==> src/hdl/sfsr_regs.vh <==
// Opcodes, field positions, reset values and any-register addresses of the flash status bank.
`ifndef SFSR_REGS_VH
`define SFSR_REGS_VH

`define SFSR_READ_STATUS_ONE_CMD   8'h05
`define SFSR_READ_STATUS_TWO_CMD   8'h07
`define SFSR_READ_CONFIG_ONE_CMD   8'h35
`define SFSR_READ_ANY_REG_CMD      8'h65
`define SFSR_WRITE_ANY_REG_CMD     8'h71
`define SFSR_WRITE_REGISTERS_CMD   8'h01
`define SFSR_SET_WRITE_LATCH_CMD   8'h06
`define SFSR_SET_WRITE_LATCH_V_CMD 8'h50
`define SFSR_CLEAR_WRITE_LATCH_CMD 8'h04
`define SFSR_CLEAR_STATUS_CMD      8'h30
`define SFSR_SUSPEND_CMD           8'h75
`define SFSR_RESET_ARM_CMD         8'h66
`define SFSR_RESET_GO_CMD          8'h99

`define SFSR_ST1_LOCK_BIT   7
`define SFSR_ST1_BOTTOM_BIT 6
`define SFSR_ST1_BP_HI      5
`define SFSR_ST1_BP_LO      2

`define SFSR_ST2_RESET      8'h00

`define SFSR_ST1_VOL_ADDR   24'h800000
`define SFSR_ST2_VOL_ADDR   24'h800001
`define SFSR_CFG_SPAN       8'h08

`define SFSR_KIND_PROGRAM   2'h0
`define SFSR_KIND_SECTOR    2'h1
`define SFSR_KIND_BLOCK     2'h2
`define SFSR_KIND_CHIP      2'h3

`define SFSR_SEL_NONE       2'h0
`define SFSR_SEL_ST1        2'h1
`define SFSR_SEL_ST2        2'h2
`define SFSR_SEL_ZERO       2'h3

`endif

==> src/hdl/sfsr_sync.v <==
// Two flip-flop synchroniser for pin inputs.
`timescale 1ns/1ps
module sfsr_sync #(
	parameter W = 4
) (
	input  wire         clk,
	input  wire         rst_n,
	input  wire [W-1:0] d,
	output reg  [W-1:0] q
);

	reg [W-1:0] meta_q;

	always @(posedge clk) begin
		if (!rst_n) begin
			meta_q <= {W{1'b1}};
			q      <= {W{1'b1}};
		end else begin
			meta_q <= d;
			q      <= meta_q;
		end
	end

endmodule

==> src/hdl/sfsr_spi_shift.v <==
// Mode 0 SPI byte shifter: samples on clock rise, drives out on clock fall.
`timescale 1ns/1ps
module sfsr_spi_shift (
	input  wire       clk,
	input  wire       rst_n,
	input  wire       sck_s,
	input  wire       cs_n_s,
	input  wire       si_s,
	input  wire       load,
	input  wire [7:0] load_byte,
	output reg  [7:0] rx_q,
	output reg        done_q,
	output reg        so_q
);

	reg       sck_q;
	reg [2:0] bit_q;
	reg [6:0] sh_q;
	reg [7:0] tx_q;

	always @(posedge clk) begin
		if (!rst_n) begin
			sck_q  <= 1'b0;
			bit_q  <= 3'h0;
			sh_q   <= 7'h00;
			tx_q   <= 8'h00;
			rx_q   <= 8'h00;
			done_q <= 1'b0;
			so_q   <= 1'b0;
		end else begin
			sck_q  <= sck_s;
			done_q <= 1'b0;
			if (cs_n_s) begin
				bit_q <= 3'h0;
			end else if (sck_s && !sck_q) begin
				sh_q  <= {sh_q[5:0], si_s};
				bit_q <= bit_q + 3'h1;
				if (bit_q == 3'h7) begin
					rx_q   <= {sh_q, si_s};
					done_q <= 1'b1;
				end
			end else if (!sck_s && sck_q) begin
				so_q <= tx_q[7];
				tx_q <= {tx_q[6:0], 1'b0};
			end
			// Load comes a cycle after the byte ends, long before the next clock fall.
			if (load) begin
				tx_q <= load_byte;
			end
		end
	end

endmodule

==> src/hdl/sfsr_status_regs.v <==
// Status register bank of a serial NOR flash, reached through its SPI pins.
// Contract
// - Lock with low protect pin blocks register writes
// - Otherwise registers writable; pin spares other registers
// - Quad modes force internal protect level high
// - Volatile lock follows its nonvolatile default
// - Bottom bit picks protection start address
// - Volatile bottom bit follows its nonvolatile default
// - Four level bits pick protected array portion
// - Program, write, erase need write latch set
// - Enable command sets latch, disable clears it
// - Successful operation clears latch; failure may keep
// - Resets load latch default; register writes spare it; accepted 01h and 71h writes clear it here
// - While busy accept only listed commands
// - Suspend accepted only during array operation
// - Error flags keep busy until clear-status
// - Erase failure or protected erase sets erase error
// - Program failure or protected program sets error
// - Error flags read-only; only clear-status clears
// - Erase-paused flag mirrors erase suspend state
// - Program-paused flag mirrors program suspend state
// - Second status register reserved bits read zero
// - Second status read by 07h and any-read
// - Clear-status 30h also clears write latch
// - First status returned by read command 05h
`timescale 1ns/1ps
`include "sfsr_regs.vh"
module sfsr_status_regs #(
	parameter [7:0] PROGRAM_OPC      = 8'h02,
	parameter [7:0] SECTOR_ERASE_OPC = 8'h20,
	parameter [7:0] BLOCK_ERASE_OPC  = 8'hD8,
	parameter [7:0] CHIP_ERASE_OPC   = 8'h60
) (
	input  wire        CLK,
	input  wire        RST_N,
	input  wire        SCK,
	input  wire        CS_N,
	input  wire        SI,
	output wire        SO,
	output reg         SO_OE,
	input  wire        WP_N,
	input  wire        QUAD_CMD_MODE,
	input  wire        QUAD_IO_MODE,
	input  wire        HW_LOCK_DEFAULT,
	input  wire        PROTECT_FROM_BOTTOM_DEFAULT,
	input  wire [3:0]  BLOCK_PROTECT_DEFAULT,
	input  wire        WRITE_LATCH_DEFAULT,
	input  wire        OP_DONE,
	input  wire        OP_FAIL,
	input  wire        ERASE_PAUSED,
	input  wire        PROGRAM_PAUSED,
	output reg         OP_START,
	output reg  [1:0]  OP_KIND,
	output reg  [23:0] OP_ADDR,
	output reg         SUSPEND_REQ,
	output reg         SOFT_RESET,
	output reg         REG_WR,
	output reg  [23:0] REG_WR_ADDR,
	output reg  [7:0]  REG_WR_DATA,
	output wire        PROTECT_FROM_BOTTOM,
	output wire [3:0]  BLOCK_PROTECT_LEVEL
);

	function busy_ok;
		input [7:0] c;
		begin
			case (c)
				`SFSR_READ_STATUS_ONE_CMD,
				`SFSR_READ_STATUS_TWO_CMD,
				`SFSR_READ_CONFIG_ONE_CMD,
				`SFSR_READ_ANY_REG_CMD,
				`SFSR_SUSPEND_CMD,
				`SFSR_CLEAR_STATUS_CMD,
				`SFSR_RESET_ARM_CMD,
				`SFSR_RESET_GO_CMD: busy_ok = 1'b1;
				default: busy_ok = 1'b0;
			endcase
		end
	endfunction

	function [1:0] any_sel;
		input [23:0] a;
		begin
			if (a == `SFSR_ST1_VOL_ADDR)
				any_sel = `SFSR_SEL_ST1;
			else if (a == `SFSR_ST2_VOL_ADDR)
				any_sel = `SFSR_SEL_ST2;
			else
				any_sel = `SFSR_SEL_ZERO;
		end
	endfunction

	wire       sck_s;
	wire       cs_n_s;
	wire       si_s;
	wire       wp_n_s;
	wire [7:0] rx;
	wire       rx_done;

	reg        cs_n_prev_q;
	reg [7:0]  cmd_q;
	reg [2:0]  nbyte_q;
	reg        ok_q;
	reg [23:0] addr_q;
	reg [7:0]  data_q;
	reg        arm_q;
	reg [1:0]  sel_q;
	reg        ld_q;
	reg        lock_q;
	reg        bottom_q;
	reg [3:0]  bp_q;
	reg        wel_q;
	reg        run_q;
	reg [1:0]  kind_q;
	reg        eerr_q;
	reg        perr_q;
	reg        lock_nv_q;
	reg        bottom_nv_q;
	reg [3:0]  bp_nv_q;
	reg [1:0]  kind_d;

	sfsr_sync #(
		.W(4)
	) u_sync (
		.clk   (CLK),
		.rst_n (RST_N),
		.d     ({SCK, CS_N, SI, WP_N}),
		.q     ({sck_s, cs_n_s, si_s, wp_n_s})
	);

	// A paused operation frees the device, but a latched error keeps it busy.
	wire paused = ERASE_PAUSED | PROGRAM_PAUSED;
	wire operation_in_progress    = (run_q & ~paused) | eerr_q | perr_q;
	wire wp_int = wp_n_s | QUAD_CMD_MODE | QUAD_IO_MODE;
	wire lock_on = lock_q & ~wp_int;

	wire [7:0] st1 = {lock_q, bottom_q, bp_q, wel_q, operation_in_progress};
	wire [7:0] st2 = {1'b0, eerr_q, perr_q, 3'h0, ERASE_PAUSED, PROGRAM_PAUSED};
	wire [7:0] resp = (sel_q == `SFSR_SEL_ST1) ? st1 :
	                  (sel_q == `SFSR_SEL_ST2) ? st2 : 8'h00;

	sfsr_spi_shift u_shift (
		.clk       (CLK),
		.rst_n     (RST_N),
		.sck_s     (sck_s),
		.cs_n_s    (cs_n_s),
		.si_s      (si_s),
		.load      (ld_q),
		.load_byte (resp),
		.rx_q      (rx),
		.done_q    (rx_done),
		.so_q      (SO)
	);

	wire cs_end = cs_n_s & ~cs_n_prev_q;
	wire commit = cs_end & ok_q & (nbyte_q != 3'h0);
	wire is_pe  = (cmd_q == PROGRAM_OPC) || (cmd_q == SECTOR_ERASE_OPC) || (cmd_q == BLOCK_ERASE_OPC);

	// Register writes act at once, so they never raise the busy flag.
	wire go_wrr  = commit && cmd_q == `SFSR_WRITE_REGISTERS_CMD && wel_q && nbyte_q >= 3'h2
	               && !lock_on;
	wire go_write_any_reg_cmd = commit && cmd_q == `SFSR_WRITE_ANY_REG_CMD && wel_q && nbyte_q >= 3'h5
	               && !(lock_on && addr_q[7:0] < `SFSR_CFG_SPAN);
	wire go_arr  = commit && wel_q && ((is_pe && nbyte_q >= 3'h4) || cmd_q == CHIP_ERASE_OPC);
	wire go_susp = commit && cmd_q == `SFSR_SUSPEND_CMD && run_q && !paused;
	wire soft_go = commit && cmd_q == `SFSR_RESET_GO_CMD && arm_q;
	wire wr_st1  = go_wrr || (go_write_any_reg_cmd && addr_q == `SFSR_ST1_VOL_ADDR);

	always @* begin
		if (cmd_q == PROGRAM_OPC)
			kind_d = `SFSR_KIND_PROGRAM;
		else if (cmd_q == SECTOR_ERASE_OPC)
			kind_d = `SFSR_KIND_SECTOR;
		else if (cmd_q == BLOCK_ERASE_OPC)
			kind_d = `SFSR_KIND_BLOCK;
		else
			kind_d = `SFSR_KIND_CHIP;
	end

	assign PROTECT_FROM_BOTTOM = bottom_q;
	assign BLOCK_PROTECT_LEVEL = bp_q;

	// Frame tracking: opcode, byte count, address and data capture, read source.
	always @(posedge CLK) begin
		if (!RST_N) begin
			cs_n_prev_q <= 1'b1;
			cmd_q       <= 8'h00;
			nbyte_q     <= 3'h0;
			ok_q        <= 1'b0;
			addr_q      <= 24'h000000;
			data_q      <= 8'h00;
			arm_q       <= 1'b0;
			sel_q       <= `SFSR_SEL_NONE;
			ld_q        <= 1'b0;
			SO_OE       <= 1'b0;
		end else begin
			cs_n_prev_q <= cs_n_s;
			ld_q        <= rx_done;
			SO_OE       <= ~cs_n_s & (sel_q != `SFSR_SEL_NONE);
			if (commit) begin
				arm_q <= (cmd_q == `SFSR_RESET_ARM_CMD);
			end
			if (cs_n_s) begin
				nbyte_q <= 3'h0;
				sel_q   <= `SFSR_SEL_NONE;
			end else if (rx_done) begin
				if (nbyte_q != 3'h7) begin
					nbyte_q <= nbyte_q + 3'h1;
				end
				if (nbyte_q == 3'h0) begin
					cmd_q <= rx;
					ok_q  <= ~operation_in_progress | busy_ok(rx);
					case (rx)
						`SFSR_READ_STATUS_ONE_CMD: sel_q <= `SFSR_SEL_ST1;
						`SFSR_READ_STATUS_TWO_CMD: sel_q <= `SFSR_SEL_ST2;
						`SFSR_READ_CONFIG_ONE_CMD: sel_q <= `SFSR_SEL_ZERO;
						default: sel_q <= `SFSR_SEL_NONE;
					endcase
				end else begin
					if (nbyte_q < 3'h4) begin
						addr_q <= {addr_q[15:0], rx};
					end
					if (nbyte_q == 3'h1 || nbyte_q == 3'h4) begin
						data_q <= rx;
					end
					if (nbyte_q == 3'h3 && cmd_q == `SFSR_READ_ANY_REG_CMD) begin
						sel_q <= any_sel({addr_q[15:0], rx});
					end
				end
			end
		end
	end

	// Nonvolatile default copies, kept to spot changes in the stored bits.
	always @(posedge CLK) begin
		lock_nv_q   <= HW_LOCK_DEFAULT;
		bottom_nv_q <= PROTECT_FROM_BOTTOM_DEFAULT;
		bp_nv_q     <= BLOCK_PROTECT_DEFAULT;
	end

	// Status state. Error sets are placed after the clear so an error wins a tie.
	always @(posedge CLK) begin
		if (!RST_N || soft_go) begin
			lock_q   <= HW_LOCK_DEFAULT;
			bottom_q <= PROTECT_FROM_BOTTOM_DEFAULT;
			bp_q     <= BLOCK_PROTECT_DEFAULT;
			wel_q    <= WRITE_LATCH_DEFAULT;
			run_q    <= 1'b0;
			kind_q   <= `SFSR_KIND_PROGRAM;
			eerr_q   <= 1'b0;
			perr_q   <= 1'b0;
		end else begin
			if (commit && (cmd_q == `SFSR_SET_WRITE_LATCH_CMD || cmd_q == `SFSR_SET_WRITE_LATCH_V_CMD)) begin
				wel_q <= 1'b1;
			end
			if (commit && cmd_q == `SFSR_CLEAR_WRITE_LATCH_CMD) begin
				wel_q <= 1'b0;
			end
			if (commit && cmd_q == `SFSR_CLEAR_STATUS_CMD) begin
				wel_q  <= 1'b0;
				eerr_q <= 1'b0;
				perr_q <= 1'b0;
			end
			if (wr_st1) begin
				lock_q   <= data_q[`SFSR_ST1_LOCK_BIT];
				bottom_q <= data_q[`SFSR_ST1_BOTTOM_BIT];
				bp_q     <= data_q[`SFSR_ST1_BP_HI:`SFSR_ST1_BP_LO];
			end
			if (go_wrr || go_write_any_reg_cmd) begin
				wel_q <= 1'b0;
			end
			if (go_arr) begin
				run_q  <= 1'b1;
				kind_q <= kind_d;
			end
			if (OP_DONE && run_q) begin
				run_q <= 1'b0;
				if (!OP_FAIL) begin
					wel_q <= 1'b0;
				end else if (kind_q != `SFSR_KIND_PROGRAM) begin
					eerr_q <= 1'b1;
				end else begin
					perr_q <= 1'b1;
				end
			end
			if (HW_LOCK_DEFAULT != lock_nv_q) begin
				lock_q <= HW_LOCK_DEFAULT;
			end
			if (PROTECT_FROM_BOTTOM_DEFAULT != bottom_nv_q) begin
				bottom_q <= PROTECT_FROM_BOTTOM_DEFAULT;
			end
			if (BLOCK_PROTECT_DEFAULT != bp_nv_q) begin
				bp_q <= BLOCK_PROTECT_DEFAULT;
			end
		end
	end

	// Strobes towards the array engine and the other register owners.
	always @(posedge CLK) begin
		if (!RST_N) begin
			OP_START    <= 1'b0;
			OP_KIND     <= `SFSR_KIND_PROGRAM;
			OP_ADDR     <= 24'h000000;
			SUSPEND_REQ <= 1'b0;
			SOFT_RESET  <= 1'b0;
			REG_WR      <= 1'b0;
			REG_WR_ADDR <= 24'h000000;
			REG_WR_DATA <= 8'h00;
		end else begin
			OP_START    <= go_arr;
			SUSPEND_REQ <= go_susp;
			SOFT_RESET  <= soft_go;
			REG_WR      <= go_write_any_reg_cmd && !wr_st1;
			if (go_arr) begin
				OP_KIND <= kind_d;
				OP_ADDR <= addr_q;
			end
			if (go_write_any_reg_cmd) begin
				REG_WR_ADDR <= addr_q;
				REG_WR_DATA <= data_q;
			end
		end
	end

endmodule

==> config.mk <==
export PLATFORM = sky130hd
export DESIGN_NAME = sfsr_status_regs
export DESIGN_NICKNAME = d
export VERILOG_FILES = /design/src/hdl/sfsr_sync.v /design/src/hdl/sfsr_spi_shift.v /design/src/hdl/sfsr_status_regs.v
export VERILOG_INCLUDE_DIRS = /design/src /design/src/hdl
export SDC_FILE = /design/constraint.sdc
export NUM_CORES = 1
export LEC_CHECK = 0
export BUFFER_PORTS_ARGS = -buffer_cell sky130_fd_sc_hd__buf_4
export CAP_MARGIN = 20
export CORE_MARGIN = 10
export CORE_UTILIZATION = 40
export CTS_CLUSTER_SIZE = 20
export DETAILED_ROUTE_END_ITERATION = 6
export SKIP_CTS_REPAIR_TIMING = 1
export SLEW_MARGIN = 5
export SYNTH_ARGS = -nofsm -noshare
export SYNTH_HDL_FRONTEND = slang
export SYNTH_SLANG_ARGS = --single-unit
==> constraint.sdc <==
create_clock -name CLK -period 3.6 [get_ports CLK]
set_clock_uncertainty 0.2 [all_clocks]
set_input_delay 0.18 -clock CLK [delete_from_list [all_inputs] [get_ports CLK]]
set_output_delay 0.18 -clock CLK [all_outputs]
set_load 0.05 [all_outputs]
======== Yosys cells after proc, flatten, opt, wreduce, memory -nomap -nowiden ========
Index checks and enable logic that the tools add are counted.
storage, ports and cells
  flip-flop bits (word level) ............. 167
  latch bits .............................. 0
  RAM bits ................................ 0
  memory bits (read-only) ................. 0
  input port bits ......................... 19
  word-level logic and storage cells ...... 209
  memories kept ........................... 0
cells by class
  $add $sub $neg .......................... 2
  multiply operators ...................... 0
  div/mod/pow operators ................... 0
  order comparisons ....................... 5
  eq/ne operators ......................... 37
  shift-type cells ........................ 0
  multiplexer cells ....................... 44
  bitwise gates (word level) .............. 20
  reductions and logical operators ........ 63
operators with widths
  kind                                                         number
  equality test 24 bit (second input constant)                 3
  equality test 8 x 7 -> 1 bit (second input constant)         9
  two-way mux 8 bit                                            5
  equality test 8 x 3 -> 1 bit (second input constant)         4
  equality test 8 x 6 -> 1 bit (second input constant)         4
  two-way mux 1 bit                                            29
  logical AND 1 bit                                            26
  equality test 8 bit (second input constant)                  3
  two-way mux 4 bit                                            3
  AND reduction 3 bit                                          4
  nonzero test 3 bit                                           4
  two-way mux 2 bit                                            5
  equality test 8 x 1 -> 1 bit (second input constant)         1
  equality test 8 x 2 -> 1 bit (second input constant)         1
  logical OR 1 bit                                             8
  less-than comparator 8 x 4 -> 1 bit (second input constant)  1
  NOT 1 bit                                                    8
  AND reduction 4 bit                                          2
  nonzero test 2 bit                                           4
  OR reduction 8 bit                                           1
  logical NOT 1 bit                                            7
  two-way mux 7 bit                                            1
  adder 3 x 1 -> 3 bit (second input constant)                 2
  AND 1 bit                                                    6
  18 further kinds                                             30

======== Depth between registers and ports, before layout ========
Gate-level depths: netlist of the first run.
  word-level depth ........................ 13
  mapped depth ............................ 9

======== Cells and area by module ========
A second synthesis of the first run with hierarchy kept.
second synthesis, totals
  cell total of the unflattened synthesis .. 782
  area total of the unflattened synthesis .. 6988.0 sq um
modules (own cells, without submodules)
  module            times used  cells each  area an instance (sq um)  sequential area each (sq um)
  sfsr_status_regs  1           659         5596.6                    2662.6
  sfsr_spi_shift    1           107         1181.1                    580.6
  sfsr_sync         1           16          210.2                     160.2

======== Worst setup path after synthesis of the first run ========
OpenSTA, ideal clock, no wires.
  path type ............................... register to register
  start ................................... register cmd_q[6]
  end ..................................... register OP_ADDR[14]
  library setup time ...................... 123 ps
  data arrival time ....................... 2131 ps
  path slack .............................. 1146 ps
  cell stages (with the launch flop) ...... 7
  period minus slack after synthesis ...... 2454 ps
  path through ............................ dfxtp_1 -> clkbuf_2 -> or3_4 -> or4b_4 -> a2111oi_4 -> clkbuf_2 -> o21ai_0
between the ends
  word-level cells in the longest chain between the ends .. 6
ends and longest elaborated chain
  what                                                                          line                    source
  start: declaration                                                            sfsr_status_regs.v:101  reg [7:0] cmd_q;
  start signal: assignment                                                      sfsr_status_regs.v:211  cmd_q <= rx;
  equality test 8 x 2 -> 1 bit or equality test 8 x 6 -> 1 bit (tied branches)  sfsr_status_regs.v:157  wire is_pe = (cmd_q == PROGRAM_OPC) || (cmd_q == SECTOR_ERASE_OPC) || (cmd_q == BLOCK_ERASE_OPC);
  logical OR 1 bit (2 in a row)                                                 sfsr_status_regs.v:157
  logical AND 1 bit                                                             sfsr_status_regs.v:164  wire go_arr = commit && wel_q && ((is_pe && nbyte_q >= 3'h4) || cmd_q == CHIP_ERASE_OPC);
  logical OR 1 bit (*)                                                          sfsr_status_regs.v:164
  logical AND 1 bit (*)                                                         sfsr_status_regs.v:164
  end signal: assignment                                                        sfsr_status_regs.v:316  OP_ADDR <= addr_q;
  end: declaration                                                              sfsr_status_regs.v:54   output reg [23:0] OP_ADDR,
Every way passes the cells marked *; elsewhere a longest branch is shown, timed or not.
A chain may end at the register's enable or synchronous reset.

======== Worst setup path in the final report of the first run ========
  start ................................... register nbyte_q[0]
  end ..................................... register REG_WR_ADDR[17]
between the ends
  word-level cells in the longest chain between the ends .. 6
ends and longest elaborated chain
  what                                line                    source
  start: declaration                  sfsr_status_regs.v:102  reg [2:0] nbyte_q;
  start signal: assignment            sfsr_status_regs.v:208  nbyte_q <= nbyte_q + 3'h1;
  nonzero test 3 bit                  sfsr_status_regs.v:156  wire commit = cs_end & ok_q & (nbyte_q != 3'h0);
  AND 1 bit                           sfsr_status_regs.v:156
  logical AND 1 bit (no line)         --
  logical AND 1 bit                   sfsr_status_regs.v:162  wire go_write_any_reg_cmd = commit && cmd_q == `SFSR_WRITE_ANY_REG_CMD && wel_q && nbyte_q >= 3'h5
  logical AND 1 bit (*) (2 in a row)  sfsr_status_regs.v:162
  end signal: assignment              sfsr_status_regs.v:319  REG_WR_ADDR <= addr_q;
  end: declaration                    sfsr_status_regs.v:58   output reg [23:0] REG_WR_ADDR,
Marked as above.

==> run_results.csv, run 1 <==
group,metric,value,unit
outcome,outcome,"completed",
synthesis,synth_xor_xnor_area_share,1.25,%
worst_setup_path,required,3.71,ns
final_layout,final_common_cell,"dfxtp_1",
worst_setup_path,max_stage_delay,0.68,ns
route,drc,0,
timing,period_needed,2.99,ns
timing,slew-limit-headroom,45.8,%
synthesis,synthCells,751,
floorplan,fp.dieH,152,um
synthesis,async_reset_ff_share,0,%
floorplan,die_w,152,um
worst_setup_path,crit_buf_inv,2,
timing,fmax,0.334,GHz
synthesis,post-synth-top-area-cell,"dfxtp_1",
floorplan,pin_count,88,
clock_network,path_clk_slew,0.06,ns
floorplan,num_rows,48,
pwr,vdd_ir_drop_max,0.354,mV
synthesis,ys_seq_elements,167,
synthesis,ys_types,55,
route,wl_per_cell,16.3,um
final_layout,nets,856,
global_routing,overflow,0,
final_layout,drive_above_1_share,17.2,%
worst_setup_path,cp_cell_sequence,"inv_1 > ha_1 > nand2b_1 > nand4_1 > nor3_4 > buf_12 > mux2i_1 > nor2b_1",
floorplan,start_util,40.6,%
route,vias_per_cell,5.11,
synthesis,ys_seq_area_share,48.7,%
clock_network,cts-root-buf,"clkbuf_16",
timing,tightestPinTransition,0.811,ns
final_layout,fillCellCount,1622,
route,ant_nets,0,
pwr,power_density,443,nW/um^2
global_routing,grt_max_degree,79,
timing,slew_viol_final,0,
placed_design,numPortBuffers,87,
route,first_iter_violations,312,
clock_network,cts_tree,"done",
synthesis,synth_top_family_by_area,"simple AND/OR/NAND/NOR gates",
worst_setup_path,slowest_stage,"nor3_4",
clock_network,cts_max_level,4,
final_layout,diodes,0,
worst_setup_path,arrival,3.11,ns
global_routing,antenna_found_initial,0,
synthesis,yosys_most_used_dff,"dfxtp_1",
final_layout,final_cell_mix,"161 x dfxtp_1, 121 x nand2_1, 92 x buf_4",
pwr,totalPowerFinal,3.78,mW
route,dr.pass1.iters,4,
global_routing,grt_pass1_vias,5451,
clock_network,cts_num_sinks,167,
synthesis,syn-num-nets,778,
global_routing,grt_pass1_wl,28700,um
synthesis,yosysWarnings,0,
worst_setup_path,cp_max_fo,25,
pwr,p_leak,3.18,nW
synthesis,synth_top_area_share,46.1,%
timing,grt_setup_unrepaired,"false",
synthesis,synth-compound-area-share,11.8,%
run,drv_cap,0,
timing,finalCritPeriodShare,83.2,%
synthesis,avgSynthCellArea,9.31,um^2
synthesis,synthSimpleGateAreaFrac,24.0,%
global_routing,grtUsageTotal,14.9,%
timing,finalHoldViolations,0,
timing,tns,0,ns
worst_setup_path,crit_type,"register to register",
global_routing,met2_usage,23.3,%
floorplan,die-area,23200,um^2
placed_design,routabilityCongestion,0.834,
global_routing,grt_most_used_layer,"met2",
worst_setup_path,endpoint_kind,"register",
route,wl,17400,um
synthesis,synth-adder-area-share,1.43,%
route,vias,5446,
synthesis,syn-cell-area,6990,um^2
clock_network,clk_latency,0.42,ns
synthesis,synth_area_leaders,"dfxtp_1 46%, mux2i_1 7.9%, nand2_1 6.5%",
synthesis,synthMuxAreaShare,9.00,%
floorplan,coreArea,17200,um^2
timing,setup-violations-final,0,
final_layout,area_growth,21.9,%
clock_network,cts_buffers,17,
global_routing,met1_usage,18.8,%
clock_network,cts_buffer_depth,2,
worst_setup_path,cp-start-kind,"register",
worst_setup_path,critPathTopFamily,"simple AND/OR/NAND/NOR gates",
placed_design,dp_hpwl,12200,um
global_routing,globalRouteMet3Util,5.08,%
synthesis,synth-edff-count,6,
worst_hold_path,hold_path.class,"input port to register",
## cells in the mapped netlist (3+ instances only)
cell and number:
a31oi_1 4, o211a_1 6, a21oi_1 9, or4b_2 3, and3b_1 3, nor3b_1 5
nand4_1 6, ha_1 8, and2_1 8, a211oi_1 3, xor2_1 5, or4_1 5
nor2_1 28, o21bai_1 4, nand3b_1 3, nor2b_1 59, xnor2_1 5, buf_6 3
nand2b_1 14, edfxtp_1 6, nor3_1 10, mux2i_1 55, or2_2 3, a21boi_0 42
a22oi_1 3, o21ai_1 5, dfxtp_1 161, nand3_1 33, o21ai_0 29, nor4_1 7
nand2_1 121, mux2_2 7, nor4b_1 3, buf_2 5, inv_1 11, clkbuf_1 38
clkbuf_2 3
## layer usage
metal	share of wire, %	vias to the layer above
met5	0	-
met4	1.4	0
met3	5.6	23
met2	45	113
met1	48	2571
li1	-	2739
## power breakdown
group	internal, mW	total (mW)	switching [mW]
sequential	1.88	1.89	0.00987
combinational	0.0627	0.132	0.0691
clock	1.00	1.76	0.761
## worst paths after layout
| kind | startpoint | end | slack [ns] | cells past startpoint |
|---|---|---|---|---|
| hold reg to reg | u_sync.meta_q[3] | u_sync.q[3] | 0.21 | 1 |
| hold / removal | OP_FAIL | eerr_q | 0.002 | 4 |
| setup / recovery | nbyte_q[0] | REG_WR_ADDR[17] | 0.61 | 8 |
| setup reg to reg | nbyte_q[0] | REG_WR_ADDR[17] | 0.61 | 8 |
## worst min-delay path, stage by stage
cell and delay [ns]:
buf_4 0.11, nand3_1 0.10, o21bai_1 0.12, a21oi_1 0.06
## sequential cells by signal, indices dropped and copies added, names as in the netlist, 4 cells and up
name / cells
BLOCK_PROTECT_LEVEL: 4
OP_ADDR: 24
REG_WR_ADDR: 24
REG_WR_DATA: 8
addr_q: 24
bp_nv_q: 4
cmd_q: 8
data_q: 8
u_shift.rx_q: 8
u_shift.sh_q: 7
u_shift.tx_q: 8
u_sync.meta_q: 4
u_sync.q: 4
## metrics by stage
step | setup slack [ns] | instance area [um^2] | cells | hold slack, ns | util [%]
3_5_place_dp | 0.651 | 7790 | 1019 | 0.111 | 45.2
4_1_cts | 0.646 | 8360 | 1050 | -0.340 | 48.5
6_report | 0.606 | 8520 | 1066 | 0.00234 | 49.4
5_1_grt | 0.346 | 8520 | 1066 | 0.0390 | 49.4
3_3_place_gp | 0.772 | 7790 | 1019 | 0.111 | 45.2
2_1_floorplan | 1.15 | 6990 | 751 | 0.00772 | -
## final cells by class
type	count	area (um^2)	share of cell area [%]
Sequential cell	167	3400	39.9
Multi-Input combinational cell	522	3330	39.1
Timing Repair Buffer	110	891	10.5
Clock buffer	20	457	5.36
Tap cell	225	282	3.30
Clock inverter	11	114	1.34
Inverter	11	41.3	0.485
## cells by family (layout without fill, tap and decap cells)
| logic type | Yosys count | in the layout |
|---|---|---|
| AND/OR/NAND/NOR | 323 | 323 |
| flip-flops | 167 | 167 |
| AO/OA/AOI/OAI | 119 | 119 |
| multiplexers | 62 | 62 |
| buffers and inverters | 62 | 152 |
| XOR/XNOR | 10 | 10 |
| adder cells (fa/ha/maj) | 8 | 8 |
Note: power is estimated with default switching activity, not from simulation.
==> inputs of run 2 (changes only) <==
Clock period 3.6 ns to 2.44 ns, I/O delays scaled along.
==> run_results.csv, run 2 (synthesis gave the netlist of run 1 again) <==
group,metric,value,unit
final_layout,diodes,0,
worst_setup_path,cp_cell_sequence,"or3_4 > or4b_4 > a2111oi_4 > buf_6 > buf_12 > nand3_1 > o21ai_0",
clock_network,cts_buffers,17,
final_layout,fin_cells,1104,
timing,finalWorstSetupSlack,0.0852,ns
route,wl,18100,um
final_layout,final_cell_mix,"160 x dfxtp_1, 123 x buf_4, 120 x nand2_1",
global_routing,grt_max_degree,125,
final_layout,nets,893,
global_routing,overflow,0,
worst_setup_path,endpoint_kind,"register",
final_layout,drive_above_1_share,20.7,%
global_routing,grtUsageTotal,15.0,%
timing,finalHoldViolations,0,
floorplan,die_w,152,um
placed_design,placed_cell_area,8040,um^2
floorplan,coreArea,17200,um^2
timing,setup-violations-final,0,
pwr,p_leak,3.38,nW
pwr,vdd_ir_drop_max,0.524,mV
final_layout,area_growth,26.8,%
final_layout,postLayoutCellArea,8860,um^2
clock_network,path_clk_slew,0.07,ns
clock_network,clk_latency,0.43,ns
pwr,totalPowerFinal,5.60,mW
worst_hold_path,hold_path.class,"input port to register",
placed_design,routabilityCongestion,0.847,
worst_setup_path,arrival,2.51,ns
clock_network,cts-root-buf,"clkbuf_16",
clock_network,cts_tree,"done",
clock_network,cts_buffer_depth,2,
global_routing,grt_pass1_vias,5542,
placed_design,numPortBuffers,87,
global_routing,grt_pass1_wl,28700,um
outcome,outcome,"completed",
route,wl_per_cell,16.4,um
worst_setup_path,slowest_stage,"or4b_4",
worst_setup_path,cp_max_fo,24,
timing,slew_viol_final,0,
placed_design,place_inst,1051,
route,vias,5583,
floorplan,fp.dieH,152,um
final_layout,final_common_cell,"dfxtp_1",
floorplan,start_util,40.6,%
route,drc,0,
worst_setup_path,required,2.59,ns
route,vias_per_cell,5.06,
worst_setup_path,critPathTopFamily,"simple AND/OR/NAND/NOR gates",
placed_design,detailedPlace.worstSlack,0.00657,ns
route,ant_nets,0,
placed_design,dp_hpwl,12600,um
route,first_iter_violations,281,
timing,period_needed,2.35,ns
timing,finalCritPeriodShare,96.5,%
route,dr.pass1.iters,4,
timing,tns,0,ns
global_routing,antenna_found_initial,0,
floorplan,num_rows,48,
clock_network,cts_num_sinks,167,
timing,fmax,0.425,GHz
clock_network,cts_max_level,4,
run,drv_cap,0,
worst_setup_path,crit_type,"register to register",
timing,tightestPinTransition,0.579,ns
pwr,power_density,632,nW/um^2
final_layout,top_regs,"OP_ADDR: 24 flops, REG_WR_ADDR: 24 flops, addr_q: 24 flops",
floorplan,pin_count,88,
worst_setup_path,max_stage_delay,0.51,ns
worst_setup_path,crit_buf_inv,2,
timing,slew-limit-headroom,61.3,%
worst_setup_path,cp-start-kind,"register",
floorplan,die-area,23200,um^2
==> run 2: layout make-up <==
cell class	count	area, um^2
Clock buffer	21	462
Multi-Input combinational cell	522	3350
Inverter	11	41.3
Timing Repair Buffer	147	1210
Fill cell	1578	8380
Clock inverter	11	114
Sequential cell	167	3400
Tap cell	225	282
==> run 2: path summary, 6_finish.rpt <==
path | depth (start not counted) | start | end | slack (ns)
worst min-delay path | 6 | QUAD_IO_MODE | wel_q | 0.13
worst max register to register | 7 | cmd_q[4] | OP_ADDR[12] | 0.09
worst max-delay path | 7 | cmd_q[4] | OP_ADDR[12] | 0.09
worst min register to register | 1 | u_sync.meta_q[2] | u_sync.q[2] | 0.21
==> run 2: per-layer routing <==
layer | share of wire (%) | vias to the layer above | GRT usage [%]
li1 | - | 2803 | -
met1 | 48 | 2630 | 19.1
met2 | 45 | 130 | 23.3
met3 | 5.7 | 20 | 5.31
met4 | 1.2 | 0 | 4.59
met5 | 0 | - | 0
==> run 2: stage by stage <==
stage	hold slack [ns]	util (%)
3_3_place_gp	0.0546	46.7
6_report	0.131	51.4
4_1_cts	-0.399	50.0
2_1_floorplan	-0.0503	-
3_5_place_dp	0.0516	46.7
5_1_grt	0.168	51.4
==> run 2: report_power, final <==
| part | internal, mW | switching, mW | total, mW | leakage [nW] |
|---|---|---|---|---|
| logic | 0.0997 | 0.104 | 0.204 | 1.74 |
| clock network | 1.48 | 1.13 | 2.61 | 0.275 |
| registers | 2.77 | 0.0134 | 2.78 | 1.37 |
==> run 2: worst min-delay path: stages <==
cell	delay [ns]
buf_4	0.08
or4b_2	0.13
nor3_1	0.07
nor2_1	0.12
or2_2	0.13
a211oi_1	0.05
==> inputs of run 3 (changes only) <==
Settings changed: CELL_PAD_IN_SITES_DETAIL_PLACEMENT set to 1, CELL_PAD_IN_SITES_GLOBAL_PLACEMENT set to 1, PLACE_DENSITY_LB_ADDON set to 0.1.
==> run_results.csv, run 3 (synthesis gave the netlist of run 1 again) <==
group,metric,value,unit
final_layout,final_common_cell,"dfxtp_1",
global_routing,grt_max_degree,81,
worst_setup_path,cp-start-kind,"register",
timing,tns,0,ns
route,drc,0,
final_layout,nets,896,
worst_setup_path,slowest_stage,"or4b_4",
worst_setup_path,cp_max_fo,5,
route,wl_per_cell,18.9,um
pwr,totalPowerFinal,5.44,mW
global_routing,grt_pass1_vias,5976,
global_routing,grt_pass1_wl,32000,um
global_routing,grtUsageTotal,16.7,%
final_layout,fin_cells,1107,
worst_setup_path,required,2.56,ns
route,vias,5771,
worst_setup_path,endpoint_kind,"register",
pwr,p_leak,3.38,nW
placed_design,numPortBuffers,87,
floorplan,pin_count,88,
timing,grt_setup_unrepaired,"true",
floorplan,coreArea,17200,um^2
worst_setup_path,crit_buf_inv,2,
worst_setup_path,r2r_cells,7,
floorplan,start_util,40.6,%
placed_design,place_inst,1049,
floorplan,die-area,23200,um^2
worst_setup_path,r2r_slack,0.06,ns
global_routing,antenna_found_initial,0,
worst_setup_path,r2r_start,"cmd_q[4]",
final_layout,diodes,0,
route,wl,20900,um
worst_hold_path,hold_path.class,"input port to register",
final_layout,top_regs,"OP_ADDR: 24 flops, REG_WR_ADDR: 24 flops, addr_q: 24 flops",
timing,setup-violations-final,0,
worst_setup_path,cp_cell_sequence,"or3_4 > or4b_4 > a2111oi_4 > buf_6 > buf_4 > o211a_1 > nor2_1",
worst_setup_path,critPathTopFamily,"simple AND/OR/NAND/NOR gates",
timing,slew-limit-headroom,52.7,%
placed_design,dp_hpwl,14200,um
route,dr.pass1.iters,4,
floorplan,num_rows,48,
route,ant_nets,0,
timing,finalHoldViolations,0,
timing,finalCritPeriodShare,97.7,%
timing,fmax,0.420,GHz
clock_network,cts_buffers,17,
clock_network,cts_buffer_depth,2,
timing,period_needed,2.38,ns
final_layout,final_cell_mix,"159 x dfxtp_1, 122 x buf_4, 120 x nand2_1",
placed_design,routabilityCongestion,0.811,
worst_setup_path,crit_cells,7,
clock_network,cts-root-buf,"clkbuf_16",
worst_setup_path,crit_type,"register to register",
worst_setup_path,max_stage_delay,0.51,ns
route,vias_per_cell,5.21,
timing,tightestPinTransition,0.710,ns
worst_setup_path,arrival,2.50,ns
pwr,vdd_ir_drop_max,0.502,mV
worst_hold_path,min_to,"bp_nv_q[3]",
worst_hold_path,min_from,"BLOCK_PROTECT_DEFAULT[3]",
global_routing,overflow,0,
run,drv_cap,0,
clock_network,cts_max_level,4,
final_layout,drive_above_1_share,21.3,%
clock_network,cts_tree,"done",
clock_network,clk_latency,0.43,ns
pwr,power_density,612,nW/um^2
clock_network,cts_num_sinks,167,
timing,slew_viol_final,0,
worst_hold_path,whs_path_depth,2,
route,first_iter_violations,301,
floorplan,fp.dieH,152,um
final_layout,area_growth,27.1,%
floorplan,die_w,152,um
clock_network,path_clk_slew,0.07,ns
worst_setup_path,worstReg2RegEnd,"OP_KIND[0]",
outcome,outcome,"completed",
-- run 3: cell types whose count changed in the layout (fill, tap and decap cells not counted), moves of 2 or more --
| cell | change |
|---|---|
| clkinvlp_4 | +2 |
| buf_6 | +2 |
| clkinv_4 | -2 |
| inv_6 | +2 |
-- run 3: area by class of cell --
cell class	count	area (um^2)
Fill cell	1942	8350
Multi-Input combinational cell	522	3360
Clock inverter	13	96.3
Clock buffer	19	433
Timing Repair Buffer	150	1260
Sequential cell	167	3410
Inverter	11	41.3
Tap cell	225	282
-- run 3: routing by layer --
layer,GRT usage [%],vias to the layer above,routed length (um),part of all wire (%)
met2,28.9,84,10600,51
met3,3.73,19,608,2.9
met4,5.18,0,238,1.1
met1,20.1,2854,9470,45
met5,0,-,0,0
li1,-,2814,-,-
-- run 3: worst register-to-register path, stage by stage (launching register included) --
cell       delay [ns]
dfxtp_1          0.31
or3_4            0.40
or4b_4           0.51
a2111oi_4        0.31
buf_6            0.19
buf_4            0.14
o211a_1          0.17
nor2_1           0.05
-- run 3: report_power, final --
group	switching (mW)	internal [mW]
Combinational	0.110	0.100
Clock	1.14	1.31
Sequential	0.0142	2.77
Total	1.26	4.18
-- run 3: worst max path at each step --
stage / start / to / slack (ns)
floorplan: cmd_q[6] / OP_ADDR[11] / -0.01
global placement: addr_q[4] / BLOCK_PROTECT_LEVEL[0] / 0.03
detailed placement: cmd_q[4] / OP_ADDR[1] / 0.01
CTS: nbyte_q[1] / REG_WR_ADDR[15] / -0.005
global route: addr_q[4] / sel_q[0] / -0.13
finish: cmd_q[4] / OP_KIND[0] / 0.06
-- run 3: stage by stage --
step	util, %	worst slack (ns)	cell area [um^2]	hold WS [ns]
4_1_cts	49.6	-0.00478	8540	-0.397
3_3_place_gp	46.5	0.0323	8020	0.0539
3_5_place_dp	46.5	0.0148	8020	0.0562
2_1_floorplan	-	-0.0113	7000	-0.0503
5_1_grt	51.6	-0.132	8890	0.171
6_report	51.6	0.0570	8890	0.173
